`src/hw/cal_regs.svh`:
```
// constants for the chip-select-to-command latency front end
// assumes one shared clock at 200 MHz for controller and device
`ifndef CAL_REGS_SVH
`define CAL_REGS_SVH

`define CMD_W                 4
`define ADDR_W                17
`define CMD_MODE_WRITE        4'h8
`define CMD_READ              4'hd
`define CMD_DESELECT          4'hf
`define MR_SEL_ZERO           4'h0
`define MR_SEL_ONE            4'h1
`define CAL_LSB               6
`define CAL_W                 3
`define CAL_PIPE_D            7
`define BL_LSB                0
`define BL_W                  2
`define BL_FIXED8             2'h0
`define BL_ON_THE_FLY         2'h1
`define BL_OTF_BIT            12
`define WAIT_W                6
`define CLK_PERIOD_PS         5000
`define CS_TO_CMD_DELAY_TIME_PS     15000
`define MODE_SET_UPDATE_DELAY_PS    15000
`define MODE_SET_CYCLE_DELAY_PS     40000

`endif

```
`src/hw/cal_pkg.sv`:
```
// types and helpers shared by both ends of the command link
// assumes cal_regs.svh is compiled ahead of it
`include "cal_regs.svh"
package cal_pkg;
   typedef logic [`CMD_W-1:0]  cmd_t;
   typedef logic [`ADDR_W-1:0] addr_t;
   typedef logic [`CAL_W-1:0]  cal_t;
   typedef logic [`WAIT_W-1:0] wait_t;

   typedef enum logic [1:0]
   {
      CTL_IDLE   = 2'h0,
      CTL_SELECT = 2'h1,
      CTL_ISSUE  = 2'h3
   } ctl_state_t;

   // least time in picoseconds to whole clocks, rounded up
   function automatic wait_t cycles_up(input int ps);
      int c;
      c = (ps + `CLK_PERIOD_PS - 1) / `CLK_PERIOD_PS;
      if (c < 1)
      begin
         c = 1;
      end
      return wait_t'(c);
   endfunction
endpackage

```
`src/hw/cal_link_if.sv`:
```
// command/address link between controller and memory device
// assumes both ends share one clock; no clocking block
`timescale 1ns/1ps
interface cal_link_if;
   logic                cs_b;
   cal_pkg::cmd_t       cmd;
   cal_pkg::addr_t      addr;
   logic [1:0]          bank;
   logic [1:0]          group;
   logic                odt;

   modport controller
   (
      output cs_b, cmd, addr, bank, group, odt
   );
   modport device
   (
      input  cs_b, cmd, addr, bank, group, odt
   );
endinterface

```
`src/hw/cal_controller.sv`:
```
// controller end: selects, delays command, keeps mode-write gaps
// assumes one request at a time from the user side
`timescale 1ns/1ps
`include "cal_regs.svh"
module cal_controller
(
   input  wire logic              clock,
   input  wire logic              rst_b,
   cal_link_if.controller         link,
   input  wire logic              req_valid,
   input  wire cal_pkg::cmd_t     req_cmd,
   input  wire cal_pkg::addr_t    req_addr,
   input  wire logic [3:0]        req_sel,
   input  wire logic              req_cal_on,
   input  wire logic              req_odt,
   output logic                   req_ready,
   output cal_pkg::cal_t          cal_in_use
);
   localparam cal_pkg::wait_t CAL_CYC =
      cal_pkg::cycles_up(`CS_TO_CMD_DELAY_TIME_PS);
   localparam cal_pkg::wait_t UPD_CYC =
      cal_pkg::cycles_up(`MODE_SET_UPDATE_DELAY_PS);
   localparam cal_pkg::wait_t MRD_CYC =
      cal_pkg::cycles_up(`MODE_SET_CYCLE_DELAY_PS);

   // step a wait counter towards zero, holding at zero
   function automatic cal_pkg::wait_t count_down(input cal_pkg::wait_t v);
      return (v == '0) ? '0 : v - 6'h1;
   endfunction

   // extended gap after a mode write, from the new latency
   function automatic cal_pkg::wait_t gap_after(input cal_pkg::cal_t c);
      return UPD_CYC + {3'h0, c};
   endfunction

   cal_pkg::ctl_state_t   st_reg;
   cal_pkg::ctl_state_t   st_next;
   cal_pkg::cmd_t         hcmd_reg;
   cal_pkg::cmd_t         hcmd_next;
   cal_pkg::addr_t        haddr_reg;
   cal_pkg::addr_t        haddr_next;
   logic [3:0]            hsel_reg;
   logic [3:0]            hsel_next;
   cal_pkg::cal_t         cal_reg;
   cal_pkg::cal_t         cal_next;
   cal_pkg::wait_t        cnt_reg;
   cal_pkg::wait_t        cnt_next;
   cal_pkg::wait_t        any_reg;
   cal_pkg::wait_t        any_next;
   cal_pkg::wait_t        mrs_reg;
   cal_pkg::wait_t        mrs_next;
   logic                  cs_b_reg;
   logic                  cs_b_next;
   cal_pkg::cmd_t         cmd_reg;
   cal_pkg::cmd_t         cmd_next;
   cal_pkg::addr_t        addr_reg;
   cal_pkg::addr_t        addr_next;
   logic [3:0]            sel_reg;
   logic [3:0]            sel_next;
   logic                  odt_reg;
   logic                  odt_next;
   logic                  rdy_reg;
   logic                  rdy_next;
   logic                  gap_ok;
   logic                  is_mrs;
   cal_pkg::cal_t         new_cal;

   assign is_mrs = (req_cmd == `CMD_MODE_WRITE);
   assign gap_ok = is_mrs ? (mrs_reg == '0) : (any_reg == '0);

   always_comb
   begin
      st_next    = st_reg;
      hcmd_next  = hcmd_reg;
      haddr_next = haddr_reg;
      hsel_next  = hsel_reg;
      cal_next   = cal_reg;
      cnt_next   = count_down(cnt_reg);
      any_next   = count_down(any_reg);
      mrs_next   = count_down(mrs_reg);
      cs_b_next  = 1'b1;
      cmd_next   = `CMD_DESELECT;
      addr_next  = addr_reg;
      sel_next   = sel_reg;
      rdy_next   = 1'b0;
      new_cal    = req_cal_on ? CAL_CYC[`CAL_W-1:0] : '0;
      odt_next   = req_odt;
      unique case (st_reg)
         cal_pkg::CTL_IDLE:
         begin
            rdy_next = 1'b1;
            // gaps after a mode write hold the request back
            if (req_valid && rdy_reg && gap_ok)
            begin
               rdy_next   = 1'b0;
               hcmd_next  = req_cmd;
               haddr_next = req_addr;
               hsel_next  = req_sel;
               // the latency field is filled in here, not by the user
               if (is_mrs && req_sel == `MR_SEL_ONE)
               begin
                  haddr_next[`CAL_LSB +: `CAL_W] = new_cal;
               end
               cs_b_next = 1'b0;
               cnt_next  = {3'h0, cal_reg};
               st_next   = cal_pkg::CTL_SELECT;
               // zero latency: command goes with its select
               if (cal_reg == '0)
               begin
                  cmd_next  = req_cmd;
                  addr_next = haddr_next;
                  sel_next  = req_sel;
                  st_next   = cal_pkg::CTL_ISSUE;
               end
            end
         end
         cal_pkg::CTL_SELECT:
         begin
            // command leaves on the last latency cycle
            if (cnt_reg == 6'h1)
            begin
               cmd_next  = hcmd_reg;
               addr_next = haddr_reg;
               sel_next  = hsel_reg;
               st_next   = cal_pkg::CTL_ISSUE;
            end
         end
         cal_pkg::CTL_ISSUE:
         begin
            rdy_next = 1'b1;
            st_next  = cal_pkg::CTL_IDLE;
            // command wait uses the latency just written; mode-write wait does too, or MRD_CYC when old and new latency are both zero
            if (hcmd_reg == `CMD_MODE_WRITE)
            begin
               if (hsel_reg == `MR_SEL_ONE)
               begin
                  cal_next = haddr_reg[`CAL_LSB +: `CAL_W];
               end
               any_next = gap_after(cal_next);
               if (cal_reg != '0 || cal_next != '0)
               begin
                  mrs_next = gap_after(cal_next);
               end
               else
               begin
                  mrs_next = MRD_CYC;
               end
            end
         end
         default:
         begin
            st_next = cal_pkg::CTL_IDLE;
         end
      endcase
   end

   always_ff @(posedge clock or negedge rst_b)
   begin
      if (!rst_b)
      begin
         st_reg    <= cal_pkg::CTL_IDLE;
         hcmd_reg  <= `CMD_DESELECT;
         haddr_reg <= '0;
         hsel_reg  <= '0;
         cal_reg   <= '0;
         cnt_reg   <= '0;
         any_reg   <= '0;
         mrs_reg   <= '0;
         cs_b_reg  <= 1'b1;
         cmd_reg   <= `CMD_DESELECT;
         addr_reg  <= '0;
         sel_reg   <= '0;
         odt_reg   <= 1'b0;
         rdy_reg   <= 1'b0;
      end
      else
      begin
         st_reg    <= st_next;
         hcmd_reg  <= hcmd_next;
         haddr_reg <= haddr_next;
         hsel_reg  <= hsel_next;
         cal_reg   <= cal_next;
         cnt_reg   <= cnt_next;
         any_reg   <= any_next;
         mrs_reg   <= mrs_next;
         cs_b_reg  <= cs_b_next;
         cmd_reg   <= cmd_next;
         addr_reg  <= addr_next;
         sel_reg   <= sel_next;
         odt_reg   <= odt_next;
         rdy_reg   <= rdy_next;
      end
   end

   // every link pin comes straight from a flop
   assign link.cs_b  = cs_b_reg;
   assign link.cmd   = cmd_reg;
   assign link.addr  = addr_reg;
   assign link.bank  = sel_reg[1:0];
   assign link.group = sel_reg[3:2];
   assign link.odt   = odt_reg;
   assign req_ready  = rdy_reg;
   assign cal_in_use = cal_reg;
endmodule // cal_controller

```
`src/flat_wrapper.sv`:
```
// flat-port wrapper written by rule: the top's interface ports become plain ports
module cal_controller_flat 
  (clock, rst_b, req_valid, req_cmd, req_addr, req_sel, req_cal_on, req_odt, req_ready, cal_in_use, link_cs_b, link_cmd, link_addr, link_bank, link_group, link_odt);
  cal_link_if link_i ();
  input  wire logic clock;
  input  wire logic rst_b;
  input  wire logic req_valid;
  input  wire cal_pkg::cmd_t req_cmd;
  input  wire cal_pkg::addr_t req_addr;
  input  wire logic [3:0] req_sel;
  input  wire logic req_cal_on;
  input  wire logic req_odt;
  output logic req_ready;
  output cal_pkg::cal_t cal_in_use;
  output wire logic [$bits(link_i.cs_b)-1:0] link_cs_b;
  output wire logic [$bits(link_i.cmd)-1:0] link_cmd;
  output wire logic [$bits(link_i.addr)-1:0] link_addr;
  output wire logic [$bits(link_i.bank)-1:0] link_bank;
  output wire logic [$bits(link_i.group)-1:0] link_group;
  output wire logic [$bits(link_i.odt)-1:0] link_odt;
  assign link_cs_b = link_i.cs_b;
  assign link_cmd = link_i.cmd;
  assign link_addr = link_i.addr;
  assign link_bank = link_i.bank;
  assign link_group = link_i.group;
  assign link_odt = link_i.odt;
  cal_controller u_core (.clock(clock), .rst_b(rst_b), .link(link_i), .req_valid(req_valid), .req_cmd(req_cmd), .req_addr(req_addr), .req_sel(req_sel), .req_cal_on(req_cal_on), .req_odt(req_odt), .req_ready(req_ready), .cal_in_use(cal_in_use));
endmodule
```
`config.mk`:
```
export PLATFORM = sky130hd
export DESIGN_NAME = cal_controller_flat
export DESIGN_NICKNAME = d
export VERILOG_FILES = /design/src/hw/cal_pkg.sv /design/src/hw/cal_link_if.sv /design/src/hw/cal_controller.sv /design/src/flat_wrapper.sv
export VERILOG_INCLUDE_DIRS = /design/src /design/src/hw
export SDC_FILE = /design/constraint.sdc
export NUM_CORES = 1
export LEC_CHECK = 0
export BUFFER_PORTS_ARGS = -buffer_cell sky130_fd_sc_hd__buf_2
export CORE_ASPECT_RATIO = 0.9
export CORE_UTILIZATION = 61
export DETAILED_ROUTE_END_ITERATION = 8
export PLACE_DENSITY = 0.85
export SLEW_MARGIN = 40
export SYNTH_ARGS = -nofsm -noshare
export SYNTH_HDL_FRONTEND = slang
export SYNTH_SLANG_ARGS = --single-unit
```
`constraint.sdc`:
```
create_clock -name clock -period 4.4 [get_ports clock]
set_input_delay 0.88 -clock clock [delete_from_list [all_inputs] [get_ports clock]]
set_output_delay 0.88 -clock clock [all_outputs]
set_load 0.02 [all_outputs]
```
== Word level (Yosys, flattened, before mapping) ==
Cells that the tools add are included.
Widths: inputs -> output; s select.
Storage, ports and cells
  register bits after elaboration: 76
  bits of input ports: 30
  output and inout bits: 31
Cells by class
  add/subtract/negate cells: 4
  equality and inequality tests: 10
  multiplexer cells: 35
  reduce and logical (&&, ||, !) cells: 16
Operators by type and width (number)
  $mux 6: 10
  $mux 17: 3
  $pmux 17 s2: 1
  $mux 4: 6
  $logic_not 6->1: 3
  $sub 6x1->6 const B: 3
  $pmux 4 s2: 2
  $mux 3: 4
  $eq 4x1->1 const B: 2
  $eq 4x4->1 const B: 2
  $mux 2: 4
  $eq 6x1->1 const B: 1
  $ne 2x1->1 const B: 3
  $reduce_and 2->1: 3
  $reduce_bool 3->1: 2
  $add 2x3->4 const A: 1
  $pmux 2 s2: 1
  $reduce_and 4->1: 1
  $logic_and 1x1->1: 3
  $logic_not 3->1: 1
  $mux 1: 3
  $eq 2x1->1 const B: 1
  $eq 2x2->1 const B: 1
  $logic_not 2->1: 1
  other kinds (3): 3

== Depth between registers and ports, before layout ==
Gate-level depths: netlist (run 1).
  depth after elaboration: 9
  mapped depth: 8
  mapped depth without buffers: 7

== Least setup slack after synthesis (run 1) ==
Ideal clock, no wire load.
  path kind: input-to-reg
  start point: in req_cmd[3]
  end point: reg u_core.addr_reg[0], in the netlist u_core.link.addr[0]
  arrival: 2414 ps
  setup slack: 1859 ps
  stages on the path: 5
  path through: nor4b_4 > or4b_4 > a311oi_2 > buf_4 > mux2_1
Between the ends
  longest elaborated chain between the ends: 5
Ends and longest elaborated chain
  start: declaration: line flat_wrapper.sv:8  | input wire cal_pkg::cmd_t req_cmd;
  $eq 4x4->1 (no source line)
  $mux 1: line cal_controller.sv:69  | assign gap_ok = is_mrs ? (mrs_reg == '0) : (any_reg == '0);
  $logic_and 1x1->1: line cal_controller.sv:93  | if (req_valid && rdy_reg && gap_ok)
  $ne 2x1->1 (no source line)
  $reduce_and 4->1 (no source line)
  end signal: assignment: line cal_controller.sv:188  | addr_reg <= addr_next;
  end: declaration: line cal_controller.sv:56  | cal_pkg::addr_t addr_reg;
No other way between the ends.
A chain may end at the register's enable or synchronous reset.

== Worst setup path in the final report (run 1) ==
  start point: reg u_core.st_reg[1]
  end point: reg u_core.addr_reg[15], in the netlist u_core.link.addr[15]
Between the ends
  longest elaborated chain between the ends: 3
  elaborated cells on any way between the ends: 8
  classes of those cells: eq/ne (4); mux (1); reduce/logical (3)
Ends and longest elaborated chain
  start: declaration: line cal_controller.sv:36  | cal_pkg::ctl_state_t st_reg;
  start signal: assignment: line cal_controller.sv:161  | st_reg <= cal_pkg::CTL_IDLE;
  start signal: assignment: line cal_controller.sv:178  | st_reg <= st_next;
  $eq 2x1->1 or $logic_not 2->1 (tied branches): line cal_controller.sv:88  | unique case (st_reg)
  $ne 2x1->1 (no source line) or $reduce_bool 2->1 (tied branches)
  $reduce_and 4->1 (no source line)
Parallel ways exist; a longest one is shown, timed or not.

==> results of run 1 <==
-- cell families (layout without fill, tap and decap cells) --
kind of cell / after synthesis / after routing / share of synthesized area [%]
XOR/XNOR: 11 / 11 / 2.56
adder cells (fa/ha/maj): 9 / 9 / 3.00
AND/OR/NAND/NOR: 69 / 69 / 10.1
flip-flops: 76 / 76 / 50.9
multiplexers: 76 / 76 / 24.4
AO/OA/AOI/OAI: 30 / 30 / 5.69
buffers and inverters: 21 / 91 / 3.29
-- power groups by stage --
stage                     logic [W]  clock network, W  registers, W
after floorplan            0.000928                 0       0.00140
after global placement      0.00137                 0       0.00128
after detailed placement    0.00142                 0       0.00130
after CTS                   0.00145          0.000656       0.00130
after global routing        0.00158          0.000690       0.00135
final                       0.00144          0.000646       0.00130
-- stage by stage --
stage          util [%]  power, W  setup WS (ns)  area, um2  cells
2_1_floorplan         -   0.00233           1.86       3760    292
3_3_place_gp       70.6   0.00265           1.57       4110    416
3_5_place_dp       70.6   0.00273           1.49       4110    416
4_1_cts            74.8   0.00340           1.67       4350    432
5_1_grt            74.9   0.00361           1.50       4360    432
6_report           74.9   0.00339           1.63       4360    432
-- synth_stat cells (2+ instances only) --
| cell type | instances |
|---|---|
| dfrtp_1 | 67 |
| mux2_2 | 30 |
| mux2_1 | 20 |
| nand2_1 | 20 |
| mux2_4 | 19 |
| nor2_1 | 17 |
| o21ai_0 | 12 |
| inv_1 | 10 |
| dfstp_2 | 9 |
| ha_1 | 9 |
| xnor2_1 | 8 |
| mux2i_1 | 7 |
| nor3_1 | 6 |
| clkbuf_1 | 5 |
| nand2b_1 | 5 |
| nand4_1 | 4 |
| a21oi_1 | 3 |
| xor2_1 | 3 |
| and2_1 | 2 |
| buf_12 | 2 |
| buf_4 | 2 |
| nand3_1 | 2 |
| nor3b_1 | 2 |
| nor4_1 | 2 |
| o22ai_1 | 2 |
| o311a_1 | 2 |
| o32ai_1 | 2 |
| or3_1 | 2 |
-- how the worst min path moves through the flow --
stage,startpoint,end,depth (start not counted)
6_report,rst_b,u_core.link.odt$_DFF_PN0_,1
5_1_grt,rst_b,u_core.link.odt$_DFF_PN0_,1
4_1_cts,rst_b,u_core.link.odt$_DFF_PN0_,1
3_5_place_dp,u_core.link.addr[2]$_DFFE_PN0P_,u_core.link.addr[2]$_DFFE_PN0P_,1
3_3_place_gp,u_core.link.addr[16]$_DFFE_PN0P_,u_core.link.addr[16]$_DFFE_PN0P_,1
2_1_floorplan,u_core.any_reg[0]$_DFF_PN0_,u_core.any_reg[0]$_DFF_PN0_,1
-- worst max-delay path, stage by stage (launching register included) --
cell      delay (ns)
dfrtp_1         0.41
inv_1           0.10
ha_1            0.44
buf_4           0.39
a21boi_0        0.59
a311oi_4        0.08
buf_4           0.27
mux2_1          0.35
-- final cells by class --
class / instances / share of cell area, %
clock inverters: 5 / 2.30
inverters: 11 / 1.06
clock buffers: 11 / 3.24
flip-flops and latches: 76 / 43.9
multi-input cells: 195 / 39.9
well taps: 70 / 2.01
repair buffers: 64 / 7.58
-- per-layer routing --
layer | wire length (um) | share of wire (%) | vias up
li1 | - | - | 1169
met1 | 3460 | 44 | 1256
met2 | 3830 | 49 | 75
met3 | 414 | 5.3 | 9
met4 | 90 | 1.2 | 0
met5 | 0 | 0 | -
==> impl_summary.txt, run 1 <==
----------------------------------------------------
[Run status]
  Run status ... complete, but fails checks
  Failing checks ... DRC

[Clocking]
  Max H-tree Level ... 3
  Source-to-sink clock delay at the later pin of the worst-skew pair ... 0.36 ns
  # clock sinks ... 76
  Cell chosen for the clock root ... clkbuf_8
  Post-cts resize count ... 0
  Number of hold buffers added after CTS ... 0
  Number of CTS-inserted buffers ... 9
  Clock Tree Buf Depth ... 2
  Post CTS Setup Buffer Count ... 0
  TritonCTS clock tree ... built
  Worst-path clk slew ... 0.08 ns

[Global routing]
  Initial antenna violation count ... 0
  Global routing usage summed across all routing layers ... 26.5%
  Met3 usage ... 8.45%
  Global Route met1 Usage ... 35.5%
  Pin count of the biggest net entering global routing ... 33
  Global-route wire length before repair ... 13200 um
  Number of global-route vias before repair ... 2635
  Remaining global-route overflow ... 0
  Global routing met2 resource utilization ... 41.7%
  Busiest grt layer ... met2

[Critical path]
  Setup slack of the most critical reg-to-reg path ... 1.63 ns
  Critical R2R Capture ... u_core.link.addr[15]$_DFFE_PN0P_
  Reg2reg path depth ... 7
  Capturing instance or port of the critical path ... u_core.link.addr[15]$_DFFE_PN0P_
  Reg-to-reg critical path startpoint ... u_core.st_reg[1]$_DFFE_PN0P_
  Category of the most critical setup path ... register to register
  Peak fanout along the critical path ... 23
  Critical path data required time ... 4.64 ns
  Worst setup path start ... u_core.st_reg[1]$_DFFE_PN0P_
  Launching element type of the critical path ... register
  Arrival time of the worst setup path ... 3.01 ns
  Kind of end point of the critical path ... register

[Drt]
  Routed vias ... 2509
  First drt pass iteration count ... 6
  Average detailed-routed wire length per instance ... 18.0 um
  Aggregate routed wire length ... 7790 um
  Antenna Violating Nets Remaining ... 0
  DRC ... 2
  Vias per cell ... 5.81
  Violation count after the first detailed-route iteration ... 137

[Pwr]
  Total leakage power ... 2.03 nW
  Part of the power in the clock network ... 19.0%
  Peak supply drop ... 0.388 mV
  Total net switching power ... 0.00126 W
  Power density cells ... 779 nW/um2
  Internal power component ... 0.00214 W
  Combinational cell fraction of total power ... 42.5%
  Switching portion of total power ... 37.0%
  Share of total power in sequential cells ... 38.4%

[Final layout]
  Share of layout cells above drive strength 1 ... 40.3%
  Commonest cells after routing, fill and taps aside ... 67 x dfrtp_1, 60 x buf_2, 30 x mux2_2, 20 x nand2_1, 20 x mux2_1
  Most common cell after layout, fill and taps aside ... dfrtp_1
  Relative area change from synthesis to final layout ... 15.9%
  Final-layout fill cell count ... 383
  Area used by multi-input combinational logic ... 1740 um2
  Antenna diode count ... 0
  Number of nets in the finished design ... 396
  Sequential cell area ... 1910 um2

[Yosys]
  Cell taking the most area after synthesis ... dfrtp_1
  Distinct cells, synth ... 46
  Synthesized area divided by synthesized cell count ... 12.9 um2
  Fraction of synthesis flops using an asynchronous set or reset pin ... 100%
  Number of synthesized flops with an enable pin ... 0
  Cells after Synth ... 292
  Area share of the leading cell type in the synthesized netlist ... 44.6%
  Number of register bits inferred by synthesis ... 76
  Number of warnings printed during yosys synthesis ... 0
  Syn_nets ... 331
  Sequential share of the synthesized area ... 50.9%
  Biggest area contributors in the synthesized netlist ... dfrtp_1 45%, mux2_2 9.0%, mux2_4 7.6%, dfstp_2 6.3%, mux2_1 6.0%
  Post-Synthesis Cell Area ... 3760 um2
  Predominant post-synthesis flop cell ... dfrtp_1

[STA]
  Min cycle time layout ... 2.77 ns
  Post-route worst hold slack ... 0.413 ns
  Worst clock skew ... 0.00680 ns
  Final worst path period share ... 63.0%
  Unrepaired setup endpoints after global routing ... no
  Total count of max-transition violations in the final report ... 0
  Final setup violation count ... 0
  Slew @ Worst Pin ... 0.838 ns
  Number of hold violations in the final report ... 0
  Final-layout setup total negative slack ... 0 ns
  Worst max-slew margin expressed relative to the limit ... 44.0%
  Max Fclk ... 361 MHz

[Placement]
  HPWL reported at the end of detailed placement ... 5280 um
  Weighted congestion at the end of routability-driven global placement ... 0.838
  Port buffer count ... 60

[Die]
  IO Count ... 61
  Die footprint ... 6480 um2
  Die span in y ... 76.5 um
  Core area ... 5820 um2
  Starting density of the core ... 64.6%
  Standard-cell row count ... 26
  Chip width ... 84.8 um

[Run]
  MaxCap Viol Count ... 0

[Worst hold path]
  Class of the most critical hold timing path ... input port to async pin

----------------------------------------------------
(Power assumes the default switching activity.)
==> run 2, diff against run 1 <==
- ABC_AREA: unset -> 1
- CORE_UTILIZATION: 61 -> 51
- PLACE_DENSITY: 0.85 -> 0.76
- clock period: 4.4 -> 2.26 ns (I/O delays scaled with it)
==> run 2 against run 1 <==
Net effect: the flow now finishes without violations; routed wire length shrank 1.9%; first-iteration DRC count grew 25%; setup slack lost 1.3 ns; clock power grew 89%; critical endpoint is now u_core.haddr_reg[2]$_DFFE_PN0P_; largest power group unchanged.
==> impl_summary.txt, run 2 <==
----------------------------------------------------
[Final layout]
  Post-route cell area ... 4330 um2 (was 4360 um2)
  Area used by multi-input combinational logic ... 1530 um2 (was 1740 um2)
  Number of nets in the finished design ... 551 (was 396)
  Commonest cells after routing, fill and taps aside ... 153 x nand2_1, 67 x dfrtp_1, 60 x buf_2, 45 x inv_1, 44 x o21ai_0 (was 67 x dfrtp_1, 60 x buf_2, 30 x mux2_2, 20 x nand2_1, 20 x mux2_1)
  Final-layout fill cell count ... 617 (was 383)
  Share of layout cells above drive strength 1 ... 22.5% (was 40.3%)
  Antenna diode count ... 0 (unchanged)
  Most common cell after layout, fill and taps aside ... nand2_1 (was dfrtp_1)
  Relative area change from synthesis to final layout ... 15.5% (was 15.9%)
  Sequential cell area ... 1910 um2 (unchanged)

[Global routing]
  Initial antenna violation count ... 0 (unchanged)
  Global routing usage summed across all routing layers ... 22.0% (was 26.5%)
  Global-route wire length before repair ... 13200 um (about the same)
  Remaining global-route overflow ... 0 (unchanged)
  Number of global-route vias before repair ... 2839 (was 2635)
  Pin count of the biggest net entering global routing ... 77 (was 33)

[Drt]
  Antenna Violating Nets Remaining ... 0 (unchanged)
  Routed vias ... 3038 (was 2509)
  Violation count after the first detailed-route iteration ... 171 (was 137)
  Aggregate routed wire length ... 7640 um (was 7790 um)
  Vias per cell ... 4.99 (was 5.81)
  Average detailed-routed wire length per instance ... 12.5 um (was 18.0 um)
  First drt pass iteration count ... 5 (was 6)
  DRC ... 0 (was 2)

[Run status]
  Run status ... finished clean (was complete, but fails checks)

[Placement]
  Worst slack at placement ... 0.291 ns (was 1.49 ns)
  HPWL reported at the end of detailed placement ... 5490 um (was 5280 um)
  Total placed instance area ... 4090 um2 (was 4110 um2)
  Port buffer count ... 60 (unchanged)
  Weighted congestion at the end of routability-driven global placement ... 0.808 (was 0.838)

[Clocking]
  Clock Tree Buf Depth ... 2 (unchanged)
  Worst-path clk slew ... 0.08 ns (about the same)
  Number of CTS-inserted buffers ... 9 (unchanged)
  Max H-tree Level ... 3 (unchanged)
  Post-cts resize count ... 0 (unchanged)
  Source-to-sink clock delay at the later pin of the worst-skew pair ... 0.35 ns (was 0.36 ns)
  # clock sinks ... 76 (unchanged)
  Cell chosen for the clock root ... clkbuf_8 (unchanged)
  Post CTS Setup Buffer Count ... 0 (unchanged)
  Number of hold buffers added after CTS ... 0 (unchanged)
  TritonCTS clock tree ... built (unchanged)

[Yosys]
  Syn_nets ... 491 (was 331)
  Distinct cells, synth ... 30 (was 46)
  Leading post-synthesis cells by instance count ... 153 x nand2_1, 67 x dfrtp_1, 45 x inv_1 (was 67 x dfrtp_1, 30 x mux2_2, 20 x mux2_1, 20 x nand2_1, 19 x mux2_4)
  Fraction of synthesis flops using an asynchronous set or reset pin ... 100% (unchanged)
  Post-Synthesis Cell Area ... 3750 um2 (was 3760 um2)
  Predominant post-synthesis flop cell ... dfrtp_1 (unchanged)
  Sequential share of the synthesized area ... 51.1% (was 50.9%)
  Cells after Synth ... 452 (was 292)
  Number of register bits inferred by synthesis ... 76 (unchanged)
  Biggest area contributors in the synthesized netlist ... dfrtp_1 45%, nand2_1 15%, dfstp_2 6.3%, o21ai_0 5.9%, nand3_1 4.5% (was dfrtp_1 45%, mux2_2 9.0%, mux2_4 7.6%, dfstp_2 6.3%, mux2_1 6.0%)
  Synthesized area divided by synthesized cell count ... 8.29 um2 (was 12.9 um2)
  Number of synthesized flops with an enable pin ... 0 (unchanged)
  Cell taking the most area after synthesis ... dfrtp_1 (unchanged)
  Cell with the most instances after synthesis ... nand2_1 (was dfrtp_1)
  Area share of the leading cell type in the synthesized netlist ... 44.7% (was 44.6%)
  Number of warnings printed during yosys synthesis ... 0 (unchanged)

[Die]
  Core area ... 7080 um2 (was 5820 um2)
  IO Count ... 61 (unchanged)
  Starting density of the core ... 53.0% (was 64.6%)
  Chip width ... 92.4 um (was 84.8 um)
  Standard-cell row count ... 29 (was 26)
  Die footprint ... 7700 um2 (was 6480 um2)
  Die span in y ... 83.3 um (was 76.5 um)

[STA]
  Number of hold violations in the final report ... 0 (unchanged)
  Slew @ Worst Pin ... 0.531 ns (was 0.838 ns)
  Final worst path period share ... 86.7% (was 63.0%)
  Final-layout setup total negative slack ... 0 ns (unchanged)
  Worst clock skew ... 0.0139 ns (was 0.00680 ns)
  Max Fclk ... 510 MHz (was 361 MHz)
  Final setup violation count ... 0 (unchanged)
  Total count of max-transition violations in the final report ... 0 (unchanged)
  Worst max-slew margin expressed relative to the limit ... 64.5% (was 44.0%)
  Min cycle time layout ... 1.96 ns (was 2.77 ns)
  Post-route worst hold slack ... 0.119 ns (was 0.413 ns)
  Unrepaired setup endpoints after global routing ... no (unchanged)
  Setup ws final ... 0.300 ns (was 1.63 ns)

[Pwr]
  Part of the power in the clock network ... 18.6% (was 19.0%)
  Total chip power ... 0.00652 W (was 0.00339 W)
  Internal power component ... 0.00377 W (was 0.00214 W)
  Switching portion of total power ... 42.2% (was 37.0%)
  Total leakage power ... 2.29 nW (was 2.03 nW)
  Peak supply drop ... 0.745 mV (was 0.388 mV)
  Total net switching power ... 0.00275 W (was 0.00126 W)
  Combinational cell fraction of total power ... 44.3% (was 42.5%)
  Share of total power in sequential cells ... 37.1% (was 38.4%)
  Power density cells ... 1510 nW/um2 (was 779 nW/um2)

[Critical path]
  Arrival time of the worst setup path ... 2.17 ns (was 3.01 ns)
  Critical path data required time ... 2.47 ns (was 4.64 ns)
  Launching element type of the critical path ... register (unchanged)
  Category of the most critical setup path ... register to register (unchanged)
  Kind of end point of the critical path ... register (unchanged)
  Peak fanout along the critical path ... 26 (was 23)

[Worst hold path]
  Class of the most critical hold timing path ... input port to async pin (unchanged)

[Run]
  MaxCap Viol Count ... 0 (unchanged)

----------------------------------------------------
## run 2: changes by cell type in the layout (fill, tap and decap cells not counted), moves of 7 or more
cell,previous run,this run
mux2_2,30,0
o21ai_0,12,44
nand2_1,20,153
nand3_1,2,34
mux2i_1,7,0
mux2_4,19,0
inv_1,10,45
o21ai_2,0,8
nor2_1,17,24
mux2_1,20,0
## run 2: power by group through the flow
stage	logic, W	clock network [W]	registers, W
after global routing	0.00333	0.00130	0.00249
after floorplan	0.00198	0	0.00264
final	0.00289	0.00122	0.00242
after global placement	0.00279	0	0.00242
after CTS	0.00291	0.00125	0.00242
after detailed placement	0.00288	0	0.00244
## run 2: cell families after synthesis
group                      after synthesis  share of synthesized area, %
and+or+nand+nor                        233                          26.6
DFF                                     76                          51.1
buffers and inverters                   64                          8.11
AOI/OAI and AO/OA                       61                          9.15
xor gates and xnor gates                 9                          2.10
adders and majority gates                9                          3.01
## run 2: per-layer routing
layer	vias to the layer above	routed length (um)	GRT usage, %	part of all wire, %
met5	-	0	0	0
met4	0	31	4.40	0.41
met3	4	468	6.41	6.1
met2	78	3630	34.8	47
met1	1418	3510	30.1	46
li1	1538	-	-	-
## run 2: final cells by class
cell class                 count  area share (%)
inverter                      47            4.08
tap                           93            2.69
multi-input combinational    312            35.3
clock inverter                 6            2.57
clock buffer                   9            2.86
sequential                    76            44.2
timing repair buffer          66            8.27
## run 2: worst paths after layout
path	endpoint	depth (start not counted)	from	slack [ns]
min in group clock	u_core.link.odt$_DFF_PN0_	1	req_odt	0.20
max in group asynchronous	u_core.link.cmd[2]$_DFF_PN1_	2	rst_b	1.78
hold / removal	u_core.link.odt$_DFF_PN0_	2	rst_b	0.12
setup reg to reg	u_core.haddr_reg[2]$_DFFE_PN0P_	5	u_core.st_reg[0]$_DFFE_PN0P_	0.30
hold reg to reg	u_core.mrs_reg[5]$_DFF_PN0_	1	u_core.mrs_reg[5]$_DFF_PN0_	0.46
setup / recovery	u_core.haddr_reg[2]$_DFFE_PN0P_	5	u_core.st_reg[0]$_DFFE_PN0P_	0.30
## run 2: metrics by stage
step	instances	utilization (%)
floorplan	452	-
detailed placement	594	57.9
CTS	609	61.2
global placement	594	57.9
global route	609	61.2
finish	609	61.2
## run 2: critical path, cell delays in order (launching register included)
cell     delay, ns
dfrtp_1       0.42
inv_1         0.08
ha_1          0.43
nand4_2       0.34
inv_2         0.42
o21ai_0       0.14
